[src/verilog/rws_regs.vh]
// register offsets, field positions and timing constants of the receive wake/sniff controller
`ifndef RWS_REGS_VH
`define RWS_REGS_VH

// per-configuration registers, configuration B sits at RWS_CFGB_BASE
`define RWS_CFGB_BASE 8'h40
`define RWS_CTL 4'h0
`define RWS_SNIFF 4'h1
`define RWS_ENERGY 4'h2
`define RWS_RXDWELL 4'h3
`define RWS_CODEDWELL 4'h4
`define RWS_INTERVAL 4'h5
`define RWS_PATTERN 4'h6
`define RWS_PKTLEN 4'h7
`define RWS_RATE 4'h8
// global registers
`define RWS_CMD 8'h80
`define RWS_STATUS 8'h84
`define RWS_CCA 8'h88
`define RWS_BUF0 8'h90

// control register fields
`define RWS_MODE_LSB 0
`define RWS_CDREN_BIT 2
`define RWS_TWOSTAGE_BIT 3
`define RWS_THR_LSB 4
`define RWS_WLEN_LSB 8
`define RWS_ILEN_LSB 16

// receive modes
`define RWS_MODE_CONT 2'h0
`define RWS_MODE_ENERGY 2'h1
`define RWS_MODE_PATTERN 2'h2

// command codes
`define RWS_CMD_STANDBY 2'h0
`define RWS_CMD_RECEIVE 2'h1
`define RWS_CMD_SNIFF 2'h2
`define RWS_CMD_CFG_BIT 2

// sniff configuration value that arms autonomous cycling
`define RWS_SNIFF_ON 8'h03

// reset values
`define RWS_CTL_RST 32'h0000_0000
`define RWS_RATE_RST 32'h0000_0010
`define RWS_CCA_RST 32'h0000_0100

// oversampling ratio of the correlator
`define RWS_OVERSAMPLE 8
// dwell and interval unit
`define RWS_CLK_NS 10
`define RWS_DWELL_TICK_NS 100000

`endif

[src/verilog/rws_corr.v]
// oversampling pattern correlator, 8 samples per bit, up to 32 bits
`timescale 1ns/1ps
`include "rws_regs.vh"
module rws_corr (
  sys_clk,
  arst_n,
  clear,
  sampleEn,
  sample,
  pattern,
  patLen,
  thr,
  match
);
  input wire sys_clk;
  input wire arst_n;
  input wire clear;
  input wire sampleEn;
  input wire sample;
  input wire [31:0] pattern;
  input wire [5:0] patLen;
  input wire [3:0] thr;
  output reg match;

  reg [255:0] winReg;
  wire [31:0] bitOk;

  function [3:0] popCount;
    input [7:0] v;
    integer k;
    begin
      popCount = 4'h0;
      for (k = 0; k < 8; k = k + 1) begin
        popCount = popCount + {3'h0, v[k]};
      end
    end
  endfunction

  genvar i;
  generate
    for (i = 0; i < 32; i = i + 1) begin : gBit
      // nrz compare word: the expected bit held for all 8 samples
      wire [7:0] agree = winReg[8*i+7:8*i] ~^ {`RWS_OVERSAMPLE{pattern[i]}};
      assign bitOk[i] = (i >= patLen) || (popCount(agree) >= thr);
    end
  endgenerate

  always @(posedge sys_clk or negedge arst_n) begin
    if (!arst_n) begin
      winReg <= 256'h0;
      match <= 1'b0;
    end else if (clear) begin
      winReg <= 256'h0;
      match <= 1'b0;
    end else begin
      match <= sampleEn && (&bitOk) && (patLen != 6'h0);
      if (sampleEn) begin
        winReg <= {winReg[254:0], sample};
      end
    end
  end
endmodule

[src/verilog/rws_ctrl.v]
// receive wake and sniff controller with axi4-lite register slave
//
// Contract
// - two configuration sets A and B, fully independent settings.
// - three sniff interval timers: config A, config B, clear channel assessment.
// - per-configuration timers bound receiver on time in each sniff cycle.
// - mode 00 gives continuous receive with recovered clock/data until next command.
// - mode 01 wakes when signal strength exceeds energy threshold.
// - receive dwell bounds search; dwell 0x00 takes a single energy sample.
// - clock recovery stays off until energy threshold reached.
// - after energy, search joined wake pattern and chip id, up to 32 bits.
// - code dwell limits post-energy pattern search, expiry returns to sniff.
// - on match interrupt at once or buffer packet first when length nonzero.
// - mode 10 oversamples data against pattern with per-bit threshold.
// - wake-on-pattern: single sequence, or wake pattern then chip id.
// - receive dwell bounds wake pattern search.
// - code dwell starts on wake match, restarts on every further match.
// - both dwells expired without target returns to standby.
// - sniff config 0x03 with sniff command re-arms receive at each interval.
// - A and B use own sniff interval and dwell values.
// - A wins a timer collision; B cycle queued until A completes.
// - correlator samples demodulator output at eight times the data rate.
`timescale 1ns/1ps
`include "rws_regs.vh"
module rws_ctrl #(
  parameter [23:0] DWELL_TICK_CYCLES = `RWS_DWELL_TICK_NS / `RWS_CLK_NS
) (
  sys_clk,
  arst_n,
  s_axi_awaddr,
  s_axi_awvalid,
  s_axi_awready,
  s_axi_wdata,
  s_axi_wstrb,
  s_axi_wvalid,
  s_axi_wready,
  s_axi_bresp,
  s_axi_bvalid,
  s_axi_bready,
  s_axi_araddr,
  s_axi_arvalid,
  s_axi_arready,
  s_axi_rdata,
  s_axi_rresp,
  s_axi_rvalid,
  s_axi_rready,
  rssiLevel,
  demodData,
  irqOut,
  rxEnable,
  cdrEnable,
  recoveredClockPin,
  recoveredDataPin,
  activeCfg,
  ccaStrobe
);
  input wire sys_clk;
  input wire arst_n;
  input wire [7:0] s_axi_awaddr;
  input wire s_axi_awvalid;
  output reg s_axi_awready;
  input wire [31:0] s_axi_wdata;
  input wire [3:0] s_axi_wstrb;
  input wire s_axi_wvalid;
  output reg s_axi_wready;
  output reg [1:0] s_axi_bresp;
  output reg s_axi_bvalid;
  input wire s_axi_bready;
  input wire [7:0] s_axi_araddr;
  input wire s_axi_arvalid;
  output reg s_axi_arready;
  output reg [31:0] s_axi_rdata;
  output reg [1:0] s_axi_rresp;
  output reg s_axi_rvalid;
  input wire s_axi_rready;
  input wire [7:0] rssiLevel;
  input wire demodData;
  output reg irqOut;
  output reg rxEnable;
  output reg cdrEnable;
  output reg recoveredClockPin;
  output reg recoveredDataPin;
  output reg activeCfg;
  output reg ccaStrobe;

  localparam [6:0] S_IDLE = 7'h01;
  localparam [6:0] S_CONT = 7'h02;
  localparam [6:0] S_SEARCH = 7'h04;
  localparam [6:0] S_CODE = 7'h08;
  localparam [6:0] S_BUF = 7'h10;
  localparam [6:0] S_DONE = 7'h20;
  localparam [6:0] S_WAIT = 7'h40;
  localparam [31:0] RATE_RST_W = `RWS_RATE_RST;
  localparam [31:0] CCA_RST_W = `RWS_CCA_RST;

  // per-configuration register arrays, index 0 is A, 1 is B
  reg [31:0] ctlReg [0:1];
  reg [7:0] sniffReg [0:1];
  reg [7:0] energyReg [0:1];
  reg [7:0] rxDwellReg [0:1];
  reg [7:0] codeDwellReg [0:1];
  reg [15:0] intervalReg [0:1];
  reg [31:0] patternReg [0:1];
  reg [7:0] pktLenReg [0:1];
  reg [15:0] rateReg [0:1];
  reg [15:0] ccaReg;

  // axi write side
  reg [7:0] awAddrReg;
  reg [31:0] wDataReg;
  reg [3:0] wStrbReg;
  reg cmdStb;
  reg [7:0] cmdData;
  wire [31:0] wMask = {{8{wStrbReg[3]}}, {8{wStrbReg[2]}}, {8{wStrbReg[1]}}, {8{wStrbReg[0]}}};
  wire wrGo = !s_axi_awready && !s_axi_wready && !s_axi_bvalid;
  wire wrCfgHit = !awAddrReg[7] && (awAddrReg[5:2] <= `RWS_RATE) && (awAddrReg[1:0] == 2'h0);
  wire wrCfg = awAddrReg[6];
  wire wrCmd = awAddrReg == `RWS_CMD;
  wire wrCca = awAddrReg == `RWS_CCA;
  integer c;

  always @(posedge sys_clk or negedge arst_n) begin
    if (!arst_n) begin
      s_axi_awready <= 1'b1;
      s_axi_wready <= 1'b1;
      s_axi_bvalid <= 1'b0;
      s_axi_bresp <= 2'h0;
      awAddrReg <= 8'h00;
      wDataReg <= 32'h0;
      wStrbReg <= 4'h0;
      cmdStb <= 1'b0;
      cmdData <= 8'h00;
      ccaReg <= CCA_RST_W[15:0];
      for (c = 0; c < 2; c = c + 1) begin
        ctlReg[c] <= `RWS_CTL_RST;
        sniffReg[c] <= 8'h00;
        energyReg[c] <= 8'h00;
        rxDwellReg[c] <= 8'h00;
        codeDwellReg[c] <= 8'h00;
        intervalReg[c] <= 16'h0000;
        patternReg[c] <= 32'h0;
        pktLenReg[c] <= 8'h00;
        rateReg[c] <= RATE_RST_W[15:0];
      end
    end else begin
      cmdStb <= 1'b0;
      if (s_axi_awvalid && s_axi_awready) begin
        awAddrReg <= s_axi_awaddr;
        s_axi_awready <= 1'b0;
      end
      if (s_axi_wvalid && s_axi_wready) begin
        wDataReg <= s_axi_wdata;
        wStrbReg <= s_axi_wstrb;
        s_axi_wready <= 1'b0;
      end
      if (wrGo) begin
        s_axi_bvalid <= 1'b1;
        s_axi_bresp <= (wrCfgHit || wrCmd || wrCca) ? 2'h0 : 2'h2;
        if (wrCmd) begin
          cmdStb <= 1'b1;
          cmdData <= wDataReg[7:0];
        end
        if (wrCca) begin
          ccaReg <= (ccaReg & ~wMask[15:0]) | (wDataReg[15:0] & wMask[15:0]);
        end
        if (wrCfgHit) begin
          case (awAddrReg[5:2])
            `RWS_CTL: ctlReg[wrCfg] <= (ctlReg[wrCfg] & ~wMask) | (wDataReg & wMask);
            `RWS_SNIFF: sniffReg[wrCfg] <= (sniffReg[wrCfg] & ~wMask[7:0]) | (wDataReg[7:0] & wMask[7:0]);
            `RWS_ENERGY: energyReg[wrCfg] <= (energyReg[wrCfg] & ~wMask[7:0]) | (wDataReg[7:0] & wMask[7:0]);
            `RWS_RXDWELL: rxDwellReg[wrCfg] <= (rxDwellReg[wrCfg] & ~wMask[7:0]) | (wDataReg[7:0] & wMask[7:0]);
            `RWS_CODEDWELL: codeDwellReg[wrCfg] <= (codeDwellReg[wrCfg] & ~wMask[7:0]) | (wDataReg[7:0] & wMask[7:0]);
            `RWS_INTERVAL: intervalReg[wrCfg] <= (intervalReg[wrCfg] & ~wMask[15:0]) | (wDataReg[15:0] & wMask[15:0]);
            `RWS_PATTERN: patternReg[wrCfg] <= (patternReg[wrCfg] & ~wMask) | (wDataReg & wMask);
            `RWS_PKTLEN: pktLenReg[wrCfg] <= (pktLenReg[wrCfg] & ~wMask[7:0]) | (wDataReg[7:0] & wMask[7:0]);
            default: rateReg[wrCfg] <= (rateReg[wrCfg] & ~wMask[15:0]) | (wDataReg[15:0] & wMask[15:0]);
          endcase
        end
      end
      if (s_axi_bvalid && s_axi_bready) begin
        s_axi_bvalid <= 1'b0;
        s_axi_awready <= 1'b1;
        s_axi_wready <= 1'b1;
      end
    end
  end

  // control state
  reg [6:0] state;
  reg cur;
  reg sniffing;
  reg pendA;
  reg pendB;
  reg [15:0] timerA;
  reg [15:0] timerB;
  reg [15:0] ccaCnt;
  reg [7:0] dwellCnt;
  reg [7:0] codeCnt;
  reg [7:0] bufCnt;
  reg [127:0] bufReg;
  reg cdrOn;

  // read side
  reg [31:0] rdWord;
  reg rdOk;
  wire rdCfg = s_axi_araddr[6];
  always @* begin
    rdWord = 32'h0;
    rdOk = 1'b1;
    if (!s_axi_araddr[7] && s_axi_araddr[1:0] == 2'h0 && s_axi_araddr[5:2] <= `RWS_RATE) begin
      case (s_axi_araddr[5:2])
        `RWS_CTL: rdWord = ctlReg[rdCfg];
        `RWS_SNIFF: rdWord = {24'h0, sniffReg[rdCfg]};
        `RWS_ENERGY: rdWord = {24'h0, energyReg[rdCfg]};
        `RWS_RXDWELL: rdWord = {24'h0, rxDwellReg[rdCfg]};
        `RWS_CODEDWELL: rdWord = {24'h0, codeDwellReg[rdCfg]};
        `RWS_INTERVAL: rdWord = {16'h0, intervalReg[rdCfg]};
        `RWS_PATTERN: rdWord = patternReg[rdCfg];
        `RWS_PKTLEN: rdWord = {24'h0, pktLenReg[rdCfg]};
        default: rdWord = {16'h0, rateReg[rdCfg]};
      endcase
    end else if (s_axi_araddr == `RWS_STATUS) begin
      rdWord = {8'h0, bufCnt, 1'b0, state, 3'h0, cdrOn, pendB, pendA, cur, irqOut};
    end else if (s_axi_araddr == `RWS_CCA) begin
      rdWord = {16'h0, ccaReg};
    end else if (s_axi_araddr[7:4] == `RWS_BUF0 >> 4 && s_axi_araddr[1:0] == 2'h0) begin
      rdWord = bufReg[32*s_axi_araddr[3:2] +: 32];
    end else if (s_axi_araddr != `RWS_CMD) begin
      rdOk = 1'b0;
    end
  end

  always @(posedge sys_clk or negedge arst_n) begin
    if (!arst_n) begin
      s_axi_arready <= 1'b1;
      s_axi_rvalid <= 1'b0;
      s_axi_rdata <= 32'h0;
      s_axi_rresp <= 2'h0;
    end else if (s_axi_arvalid && s_axi_arready) begin
      s_axi_arready <= 1'b0;
      s_axi_rvalid <= 1'b1;
      s_axi_rdata <= rdWord;
      s_axi_rresp <= rdOk ? 2'h0 : 2'h2;
    end else if (s_axi_rvalid && s_axi_rready) begin
      s_axi_rvalid <= 1'b0;
      s_axi_arready <= 1'b1;
    end
  end

  // pin inputs pass two flip-flops
  reg [7:0] rssiMeta;
  reg [7:0] rssiSync;
  reg dataMeta;
  reg dataSync;
  always @(posedge sys_clk or negedge arst_n) begin
    if (!arst_n) begin
      rssiMeta <= 8'h00;
      rssiSync <= 8'h00;
      dataMeta <= 1'b0;
      dataSync <= 1'b0;
    end else begin
      rssiMeta <= rssiLevel;
      rssiSync <= rssiMeta;
      dataMeta <= demodData;
      dataSync <= dataMeta;
    end
  end

  // selected configuration view
  wire [1:0] mode = ctlReg[cur][`RWS_MODE_LSB +: 2];
  wire cdrEn = ctlReg[cur][`RWS_CDREN_BIT];
  wire twoStage = ctlReg[cur][`RWS_TWOSTAGE_BIT];
  wire [3:0] thr = ctlReg[cur][`RWS_THR_LSB +: 4];
  wire [4:0] wLen = ctlReg[cur][`RWS_WLEN_LSB +: 5];
  wire [4:0] iLen = ctlReg[cur][`RWS_ILEN_LSB +: 5];
  wire [5:0] joinLen = {1'b0, wLen} + {1'b0, iLen};
  wire [15:0] wakePat = patternReg[cur][31:16];
  wire [15:0] chipPat = patternReg[cur][15:0];
  wire [31:0] joinPat = ({16'h0, wakePat} << iLen) | {16'h0, chipPat};
  wire isEnergy = mode == `RWS_MODE_ENERGY;
  wire sniffA = sniffReg[0] == `RWS_SNIFF_ON;
  wire sniffB = sniffReg[1] == `RWS_SNIFF_ON;

  // dwell tick, 8x oversample tick and bit tick dividers
  reg [23:0] tickCnt;
  reg dwellTick;
  reg [15:0] rateCnt;
  reg osTick;
  reg [2:0] phase;
  wire bitTick = osTick && phase == 3'h3;
  always @(posedge sys_clk or negedge arst_n) begin
    if (!arst_n) begin
      tickCnt <= 24'h0;
      dwellTick <= 1'b0;
      rateCnt <= 16'h0;
      osTick <= 1'b0;
      phase <= 3'h0;
    end else begin
      dwellTick <= tickCnt == DWELL_TICK_CYCLES - 24'h1;
      tickCnt <= (tickCnt >= DWELL_TICK_CYCLES - 24'h1) ? 24'h0 : tickCnt + 24'h1;
      osTick <= rateCnt >= rateReg[cur];
      rateCnt <= (rateCnt >= rateReg[cur]) ? 16'h0 : rateCnt + 16'h1;
      if (osTick) begin
        phase <= phase + 3'h1;
      end
    end
  end

  // wake/joined correlator and chip id correlator share the sample stream
  reg corrClear;
  wire wakeMatch;
  wire chipMatch;
  rws_corr uWake (
    .sys_clk(sys_clk),
    .arst_n(arst_n),
    .clear(corrClear),
    .sampleEn(osTick),
    .sample(dataSync),
    .pattern(isEnergy ? joinPat : {16'h0, wakePat}),
    .patLen(isEnergy ? joinLen : {1'b0, wLen}),
    .thr(thr),
    .match(wakeMatch)
  );
  rws_corr uChip (
    .sys_clk(sys_clk),
    .arst_n(arst_n),
    .clear(corrClear),
    .sampleEn(osTick),
    .sample(dataSync),
    .pattern({16'h0, chipPat}),
    .patLen({1'b0, iLen}),
    .thr(thr),
    .match(chipMatch)
  );

  // a b cycle in code search or buffering must not be clobbered by a
  wire bBusy = cur && (state == S_CODE || state == S_BUF);
  // a timer that expires while its request is taken re-arms it, so no cycle is lost
  wire setA = sniffing && dwellTick && sniffA && timerA == 16'h0 && !bBusy;
  wire setB = sniffing && dwellTick && sniffB && timerB == 16'h0;
  wire endDwell = dwellTick && dwellCnt == 8'h00;
  wire endCode = dwellTick && codeCnt == 8'h00;
  wire finishPkt = pktLenReg[cur] != 8'h00;

  always @(posedge sys_clk or negedge arst_n) begin
    if (!arst_n) begin
      state <= S_IDLE;
      cur <= 1'b0;
      sniffing <= 1'b0;
      pendA <= 1'b0;
      pendB <= 1'b0;
      timerA <= 16'h0;
      timerB <= 16'h0;
      ccaCnt <= 16'h0;
      ccaStrobe <= 1'b0;
      dwellCnt <= 8'h00;
      codeCnt <= 8'h00;
      bufCnt <= 8'h00;
      bufReg <= 128'h0;
      cdrOn <= 1'b0;
      irqOut <= 1'b0;
      corrClear <= 1'b1;
      rxEnable <= 1'b0;
      cdrEnable <= 1'b0;
      recoveredClockPin <= 1'b0;
      recoveredDataPin <= 1'b0;
      activeCfg <= 1'b0;
    end else begin
      corrClear <= 1'b0;
      ccaStrobe <= 1'b0;
      rxEnable <= state == S_CONT || state == S_SEARCH || state == S_CODE || state == S_BUF;
      cdrEnable <= cdrOn;
      activeCfg <= cur;
      recoveredDataPin <= cdrOn && dataSync;
      if (!cdrOn) begin
        recoveredClockPin <= 1'b0;
      end else if (osTick && phase[1:0] == 2'h3) begin
        recoveredClockPin <= ~phase[2];
      end
      // sniff interval timers, each with its own reload
      if (sniffing && dwellTick) begin
        ccaCnt <= (ccaCnt == 16'h0) ? ccaReg : ccaCnt - 16'h1;
        ccaStrobe <= ccaCnt == 16'h0;
        if (sniffA) begin
          timerA <= (timerA == 16'h0) ? intervalReg[0] : timerA - 16'h1;
          if (timerA == 16'h0 && !bBusy) begin
            pendA <= 1'b1;
          end
        end
        if (sniffB) begin
          timerB <= (timerB == 16'h0) ? intervalReg[1] : timerB - 16'h1;
          if (timerB == 16'h0) begin
            pendB <= 1'b1;
          end
        end
      end
      if (cmdStb) begin
        irqOut <= 1'b0;
        cdrOn <= 1'b0;
        corrClear <= 1'b1;
        sniffing <= 1'b0;
        pendA <= 1'b0;
        pendB <= 1'b0;
        state <= S_IDLE;
        if (cmdData[1:0] == `RWS_CMD_RECEIVE) begin
          cur <= cmdData[`RWS_CMD_CFG_BIT];
          dwellCnt <= rxDwellReg[cmdData[`RWS_CMD_CFG_BIT]];
          case (ctlReg[cmdData[`RWS_CMD_CFG_BIT]][1:0])
            `RWS_MODE_CONT: state <= S_CONT;
            `RWS_MODE_ENERGY: state <= S_SEARCH;
            `RWS_MODE_PATTERN: state <= S_SEARCH;
            default: state <= S_IDLE;
          endcase
        end else if (cmdData[1:0] == `RWS_CMD_SNIFF) begin
          sniffing <= 1'b1;
          state <= S_WAIT;
          pendA <= sniffA;
          pendB <= sniffB;
          timerA <= intervalReg[0];
          timerB <= intervalReg[1];
          ccaCnt <= ccaReg;
        end
      end else begin
        case (state)
          S_CONT: begin
            cdrOn <= cdrEn;
          end
          S_WAIT: begin
            if (pendA || pendB) begin
              cur <= !pendA;
              dwellCnt <= pendA ? rxDwellReg[0] : rxDwellReg[1];
              corrClear <= 1'b1;
              state <= S_SEARCH;
              if (pendA) begin
                pendA <= setA;
              end else begin
                pendB <= setB;
              end
            end
          end
          S_SEARCH: begin
            if (dwellTick && dwellCnt != 8'h00) begin
              dwellCnt <= dwellCnt - 8'h01;
            end
            if (cur && pendA) begin
              // a preempts a b search; b restarts after a
              pendB <= 1'b1;
              state <= S_WAIT;
            end else if (isEnergy && rssiSync > energyReg[cur]) begin
              cdrOn <= cdrEn;
              corrClear <= 1'b1;
              if (cdrEn && joinLen != 6'h0) begin
                codeCnt <= codeDwellReg[cur];
                state <= S_CODE;
              end else begin
                state <= finishPkt ? S_BUF : S_DONE;
                bufCnt <= pktLenReg[cur];
                irqOut <= !finishPkt;
              end
            end else if (mode == `RWS_MODE_PATTERN && wakeMatch) begin
              cdrOn <= 1'b1;
              if (twoStage) begin
                codeCnt <= codeDwellReg[cur];
                state <= S_CODE;
              end else begin
                state <= finishPkt ? S_BUF : S_DONE;
                bufCnt <= pktLenReg[cur];
                irqOut <= !finishPkt;
              end
            end else if ((isEnergy && rxDwellReg[cur] == 8'h00) || endDwell || mode[1] == mode[0]) begin
              cdrOn <= 1'b0;
              state <= sniffing ? S_WAIT : S_IDLE;
            end
          end
          S_CODE: begin
            if (dwellTick && codeCnt != 8'h00) begin
              codeCnt <= codeCnt - 8'h01;
            end
            if ((isEnergy && wakeMatch) || (!isEnergy && chipMatch)) begin
              state <= finishPkt ? S_BUF : S_DONE;
              bufCnt <= pktLenReg[cur];
              irqOut <= !finishPkt;
              if (!cur) begin
                pendB <= 1'b0;
              end else begin
                pendA <= 1'b0;
              end
            end else if (!isEnergy && wakeMatch) begin
              codeCnt <= codeDwellReg[cur];
            end else if (endCode) begin
              cdrOn <= 1'b0;
              state <= sniffing ? S_WAIT : S_IDLE;
            end
          end
          S_BUF: begin
            if (bitTick) begin
              bufReg <= {bufReg[126:0], dataSync};
              bufCnt <= bufCnt - 8'h01;
              if (bufCnt == 8'h01) begin
                irqOut <= 1'b1;
                state <= S_DONE;
              end
            end
          end
          S_DONE: begin
            sniffing <= 1'b0;
            pendA <= 1'b0;
            pendB <= 1'b0;
          end
          S_IDLE: begin
            cdrOn <= 1'b0;
          end
          default: state <= S_IDLE;
        endcase
      end
    end
  end
endmodule

[config.mk]
export PLATFORM = sky130hd
export DESIGN_NAME = rws_ctrl
export DESIGN_NICKNAME = d
export VERILOG_FILES = /design/src/verilog/rws_corr.v /design/src/verilog/rws_ctrl.v
export VERILOG_INCLUDE_DIRS = /design/src /design/src/verilog
export SDC_FILE = /design/constraint.sdc
export NUM_CORES = 2
export LEC_CHECK = 0
export BUFFER_PORTS_ARGS = -buffer_cell sky130_fd_sc_hd__buf_4
export CORE_MARGIN = 2
export CORE_UTILIZATION = 55
export CTS_BUF_LIST = sky130_fd_sc_hd__clkbuf_8 sky130_fd_sc_hd__clkbuf_16
export DETAILED_ROUTE_END_ITERATION = 7
export PLACE_DENSITY = 0.74
export RECOVER_POWER = 50
export SLEW_MARGIN = 25
export SYNTH_ARGS = -nofsm -noshare
export SYNTH_HDL_FRONTEND = slang
export SYNTH_SLANG_ARGS = --single-unit
[constraint.sdc]
create_clock -name sys_clk -period 7.4 [get_ports sys_clk]
set_input_delay 0 -clock sys_clk [delete_from_list [all_inputs] [get_ports sys_clk]]
set_output_delay 0 -clock sys_clk [all_outputs]
set_load 0.005 [all_outputs]
==> out/summary.txt <==
Synth unique cells: 94
Mapped Cells: 6,450
Grt ovf: 0
Share of cells above drive strength 1: 11.4%
All-Layer GR Usage: 30.9%
Sequential cell area: 0.0229 mm^2
Worst r2r src: cur
Min cycle time layout: 7100 ps
Commonest non-fill, non-tap cell in the layout: dfrtp_1
Largest net degree at the start of global routing: 172
Post-synth EDFFs: 0
Register area share after synthesis: 35.9%
Initial antenna violation count: 8
Global-route wire length before repair: 287 mm
Fin. Hold Viols: 0
DP HPWL: 129 mm
Static leakage: 33.0 nW
Headroom to the max-slew limit: -181%
Top FF cell, synth: dfrtp_1
Final antenna-violating net count: 0
Synth warnings: 0
Routability cong.: 0.981
Area of the multi-input gates: 0.0379 mm^2
Synth Register Bits: 916
Number of remaining DRC errors: 0
Crit path launch type: flop
Fin crit share: 96.0%
Number of fill cells: 9,435
Row count: 125
Unrepaired setup endpoints after global routing: false
Num CTS Buffers: 102
Post-synthesis cell area: 0.0639 mm^2
Clock Pin Slew Worst Setup and Hold Paths: 60 ps
Drt first pass iters: 7
Port Buffer Count: 113
Initial Util: 55.3%
CTS Sinks: 916
Clk_lat worst skew: 720 ps
WP data required: 7980 ps
DRC marker count from the first detailed-route iteration: 4,668
# setup viols final: 0
Crit. End Element: flop
DR vias: 49,600
Slew Viols, Final: 535
Number of global-route vias before repair: 49,900
Buffer depth of the longest clock path: 3
Skew final: 44.3 ps
R2R Setup Slk: 300 ps
Clk root buf: clkbuf_16
Reg2reg path depth: 21
Sum Neg Setup Slack: 0 ps
Max_cap viols: 10
Violated checks: capacitance limit, slew limit
F_max: 141 MHz
Asr flop ratio synth: 100%
Final WL: 182 mm
Setup crit start: cur
Most frequent cells in the layout: dfrtp_1, nor2_1, inv_1
DP Cell Count: 7,914
CTS tree: built
Worst Max-Slew Pin Slew: 4220 ps
RR Endpoint: uWake.match
CP endpoint: uWake.match
Via-per-instance ratio: 6.06
Cell Count, Final, Fillers Out: 8,187
Worst Hold Class: input pin to flop
Pwr per Cell Area: 430 mW/mm^2
Max FO, Critical Path: 28
Crit path arrival time: 7680 ps
Post-CTS Repair Setup Buffers: 0
Layout overhead on the synthesized area: 10.9%
Status: finished with violations
Chip Height: 345 um
Kind of critical path: flop to flop
Peak VDD IR: 0.339 mV
Die ar.: 0.119 mm^2
Drt wl/cell: 22.2 um
Core area: 0.116 mm^2
Layout Nets: 7,335
Mapped Avg Cell Area: 9.91 um^2
Die width: 345 um
Antenna Cells: 0
I/O Pins: 116
# H-tree levels: 3
## worst max-delay path, stage by stage, from the launching register on
cell and delay (ps):
dfrtp_4 710, mux2i_1 470, clkinvlp_4 480, mux4_2 600
o32ai_1 330, nand2_1 420, xnor2_1 310, fa_1 470
fa_1 550, inv_1 60, fa_1 430, inv_1 80
fa_1 400, inv_1 70, ha_1 220, a2111oi_0 450
a21oi_1 180, o211ai_1 140, a21oi_1 100, o32a_1 330
o2111ai_1 90, nor4_1 80
## routing by layer
| layer | routed length (um) | global-route usage [%] | vias to the layer above |
|---|---|---|---|
| li1 | - | - | 22400 |
| met1 | 74900 | 41.2 | 24700 |
| met2 | 83100 | 48.6 | 1994 |
| met3 | 14700 | 6.12 | 467 |
| met4 | 9020 | 14.6 | 12 |
| met5 | 83 | 0 | - |
## synthesized netlist by cell type, types with 112 or more instances
library cell  number  area [um^2]
xor2_1           165         1450
nand2_1          315         1180
mux2_2           262         2950
o21ai_0          383         1920
inv_1            570         2140
ha_1             442         5530
xnor2_1          272         2380
dfrtp_1          908        22700
nand2b_1         112          701
clkbuf_1         201          754
fa_1             252         5040
a21oi_1          461         2310
mux2i_1          486         4860
nor2_1           617         2320
## kinds of logic (layout without fill, tap and decap cells)
group                      after synthesis  after routing  synth area share (%)
and+or+nand+nor                       1460           1460                  10.5
AOI/OAI and AO/OA                     1303           1303                  12.4
DFF                                    916            916                  35.9
buffers and inverters                  850           1052                  5.13
muxes                                  786            786                  13.5
adders and majority gates              696            696                  16.6
xor gates and xnor gates               438            438                  6.01
other                                    1             12               0.00586
## report_power, final
part	switching [mW]	leakage, nW	internal, mW
registers	1.25	12.4	5.91
clock network	2.27	1.85	3.18
logic	10.2	18.8	7.66
total	13.7	33.0	16.8
## sequential cells by signal, indices dropped and copies added (netlist names), 24 cells and up, named ones only
register      cells
uChip.winReg    256
patternReg       64
ctlReg           64
s_axi_rdata      32
wDataReg         32
tickCnt          24
rateReg          32
intervalReg      32
bufReg          128
## worst min path at each step
stage	from	end	slack [ps]	cells after the start
floorplan	arst_n	asynchronous set/reset pin	-300	0
global placement	arst_n	tickCnt[7]	70	1
detailed placement	arst_n	tickCnt[7]	70	1
CTS	s_axi_bready	s_axi_bvalid	10	3
global route	s_axi_awaddr[4]	awAddrReg[4]	60	3
finish	s_axi_wdata[5]	wDataReg[5]	50	3
## through the flow
step           setup WS (ps)  instance area, um^2  hold slack [ps]  utilization [%]  total power [mW]
4_1_cts                  306                71000             13.4             61.3              30.4
3_3_place_gp             527                66500             66.4             57.5              24.0
2_1_floorplan           25.4                64000             -296                -              19.4
3_5_place_dp             332                66500             65.8             57.5              24.8
5_1_grt                 24.9                70900             64.5             61.3              33.2
6_report                 297                70900             51.9             61.3              30.5
## cell type report
type                            instances  area share [%]
Clock buffer                          133            4.22
Clock inverter                         61           0.937
Inverter                              573            3.04
Multi-Input combinational cell       4695            53.4
Sequential cell                       916            32.4
Tap cell                             1524            2.69
Timing Repair Buffer                  285            3.32
## what timing repair did
item / 4_1_cts / 5_1_grt
resized for setup: 0 / 2
hold endpoints to repair: 189 / 0
endpoints found under the setup margin: 0 / 1
hold buffers: 76 / 0
No activity file was read; power rests on OpenSTA's default activity.
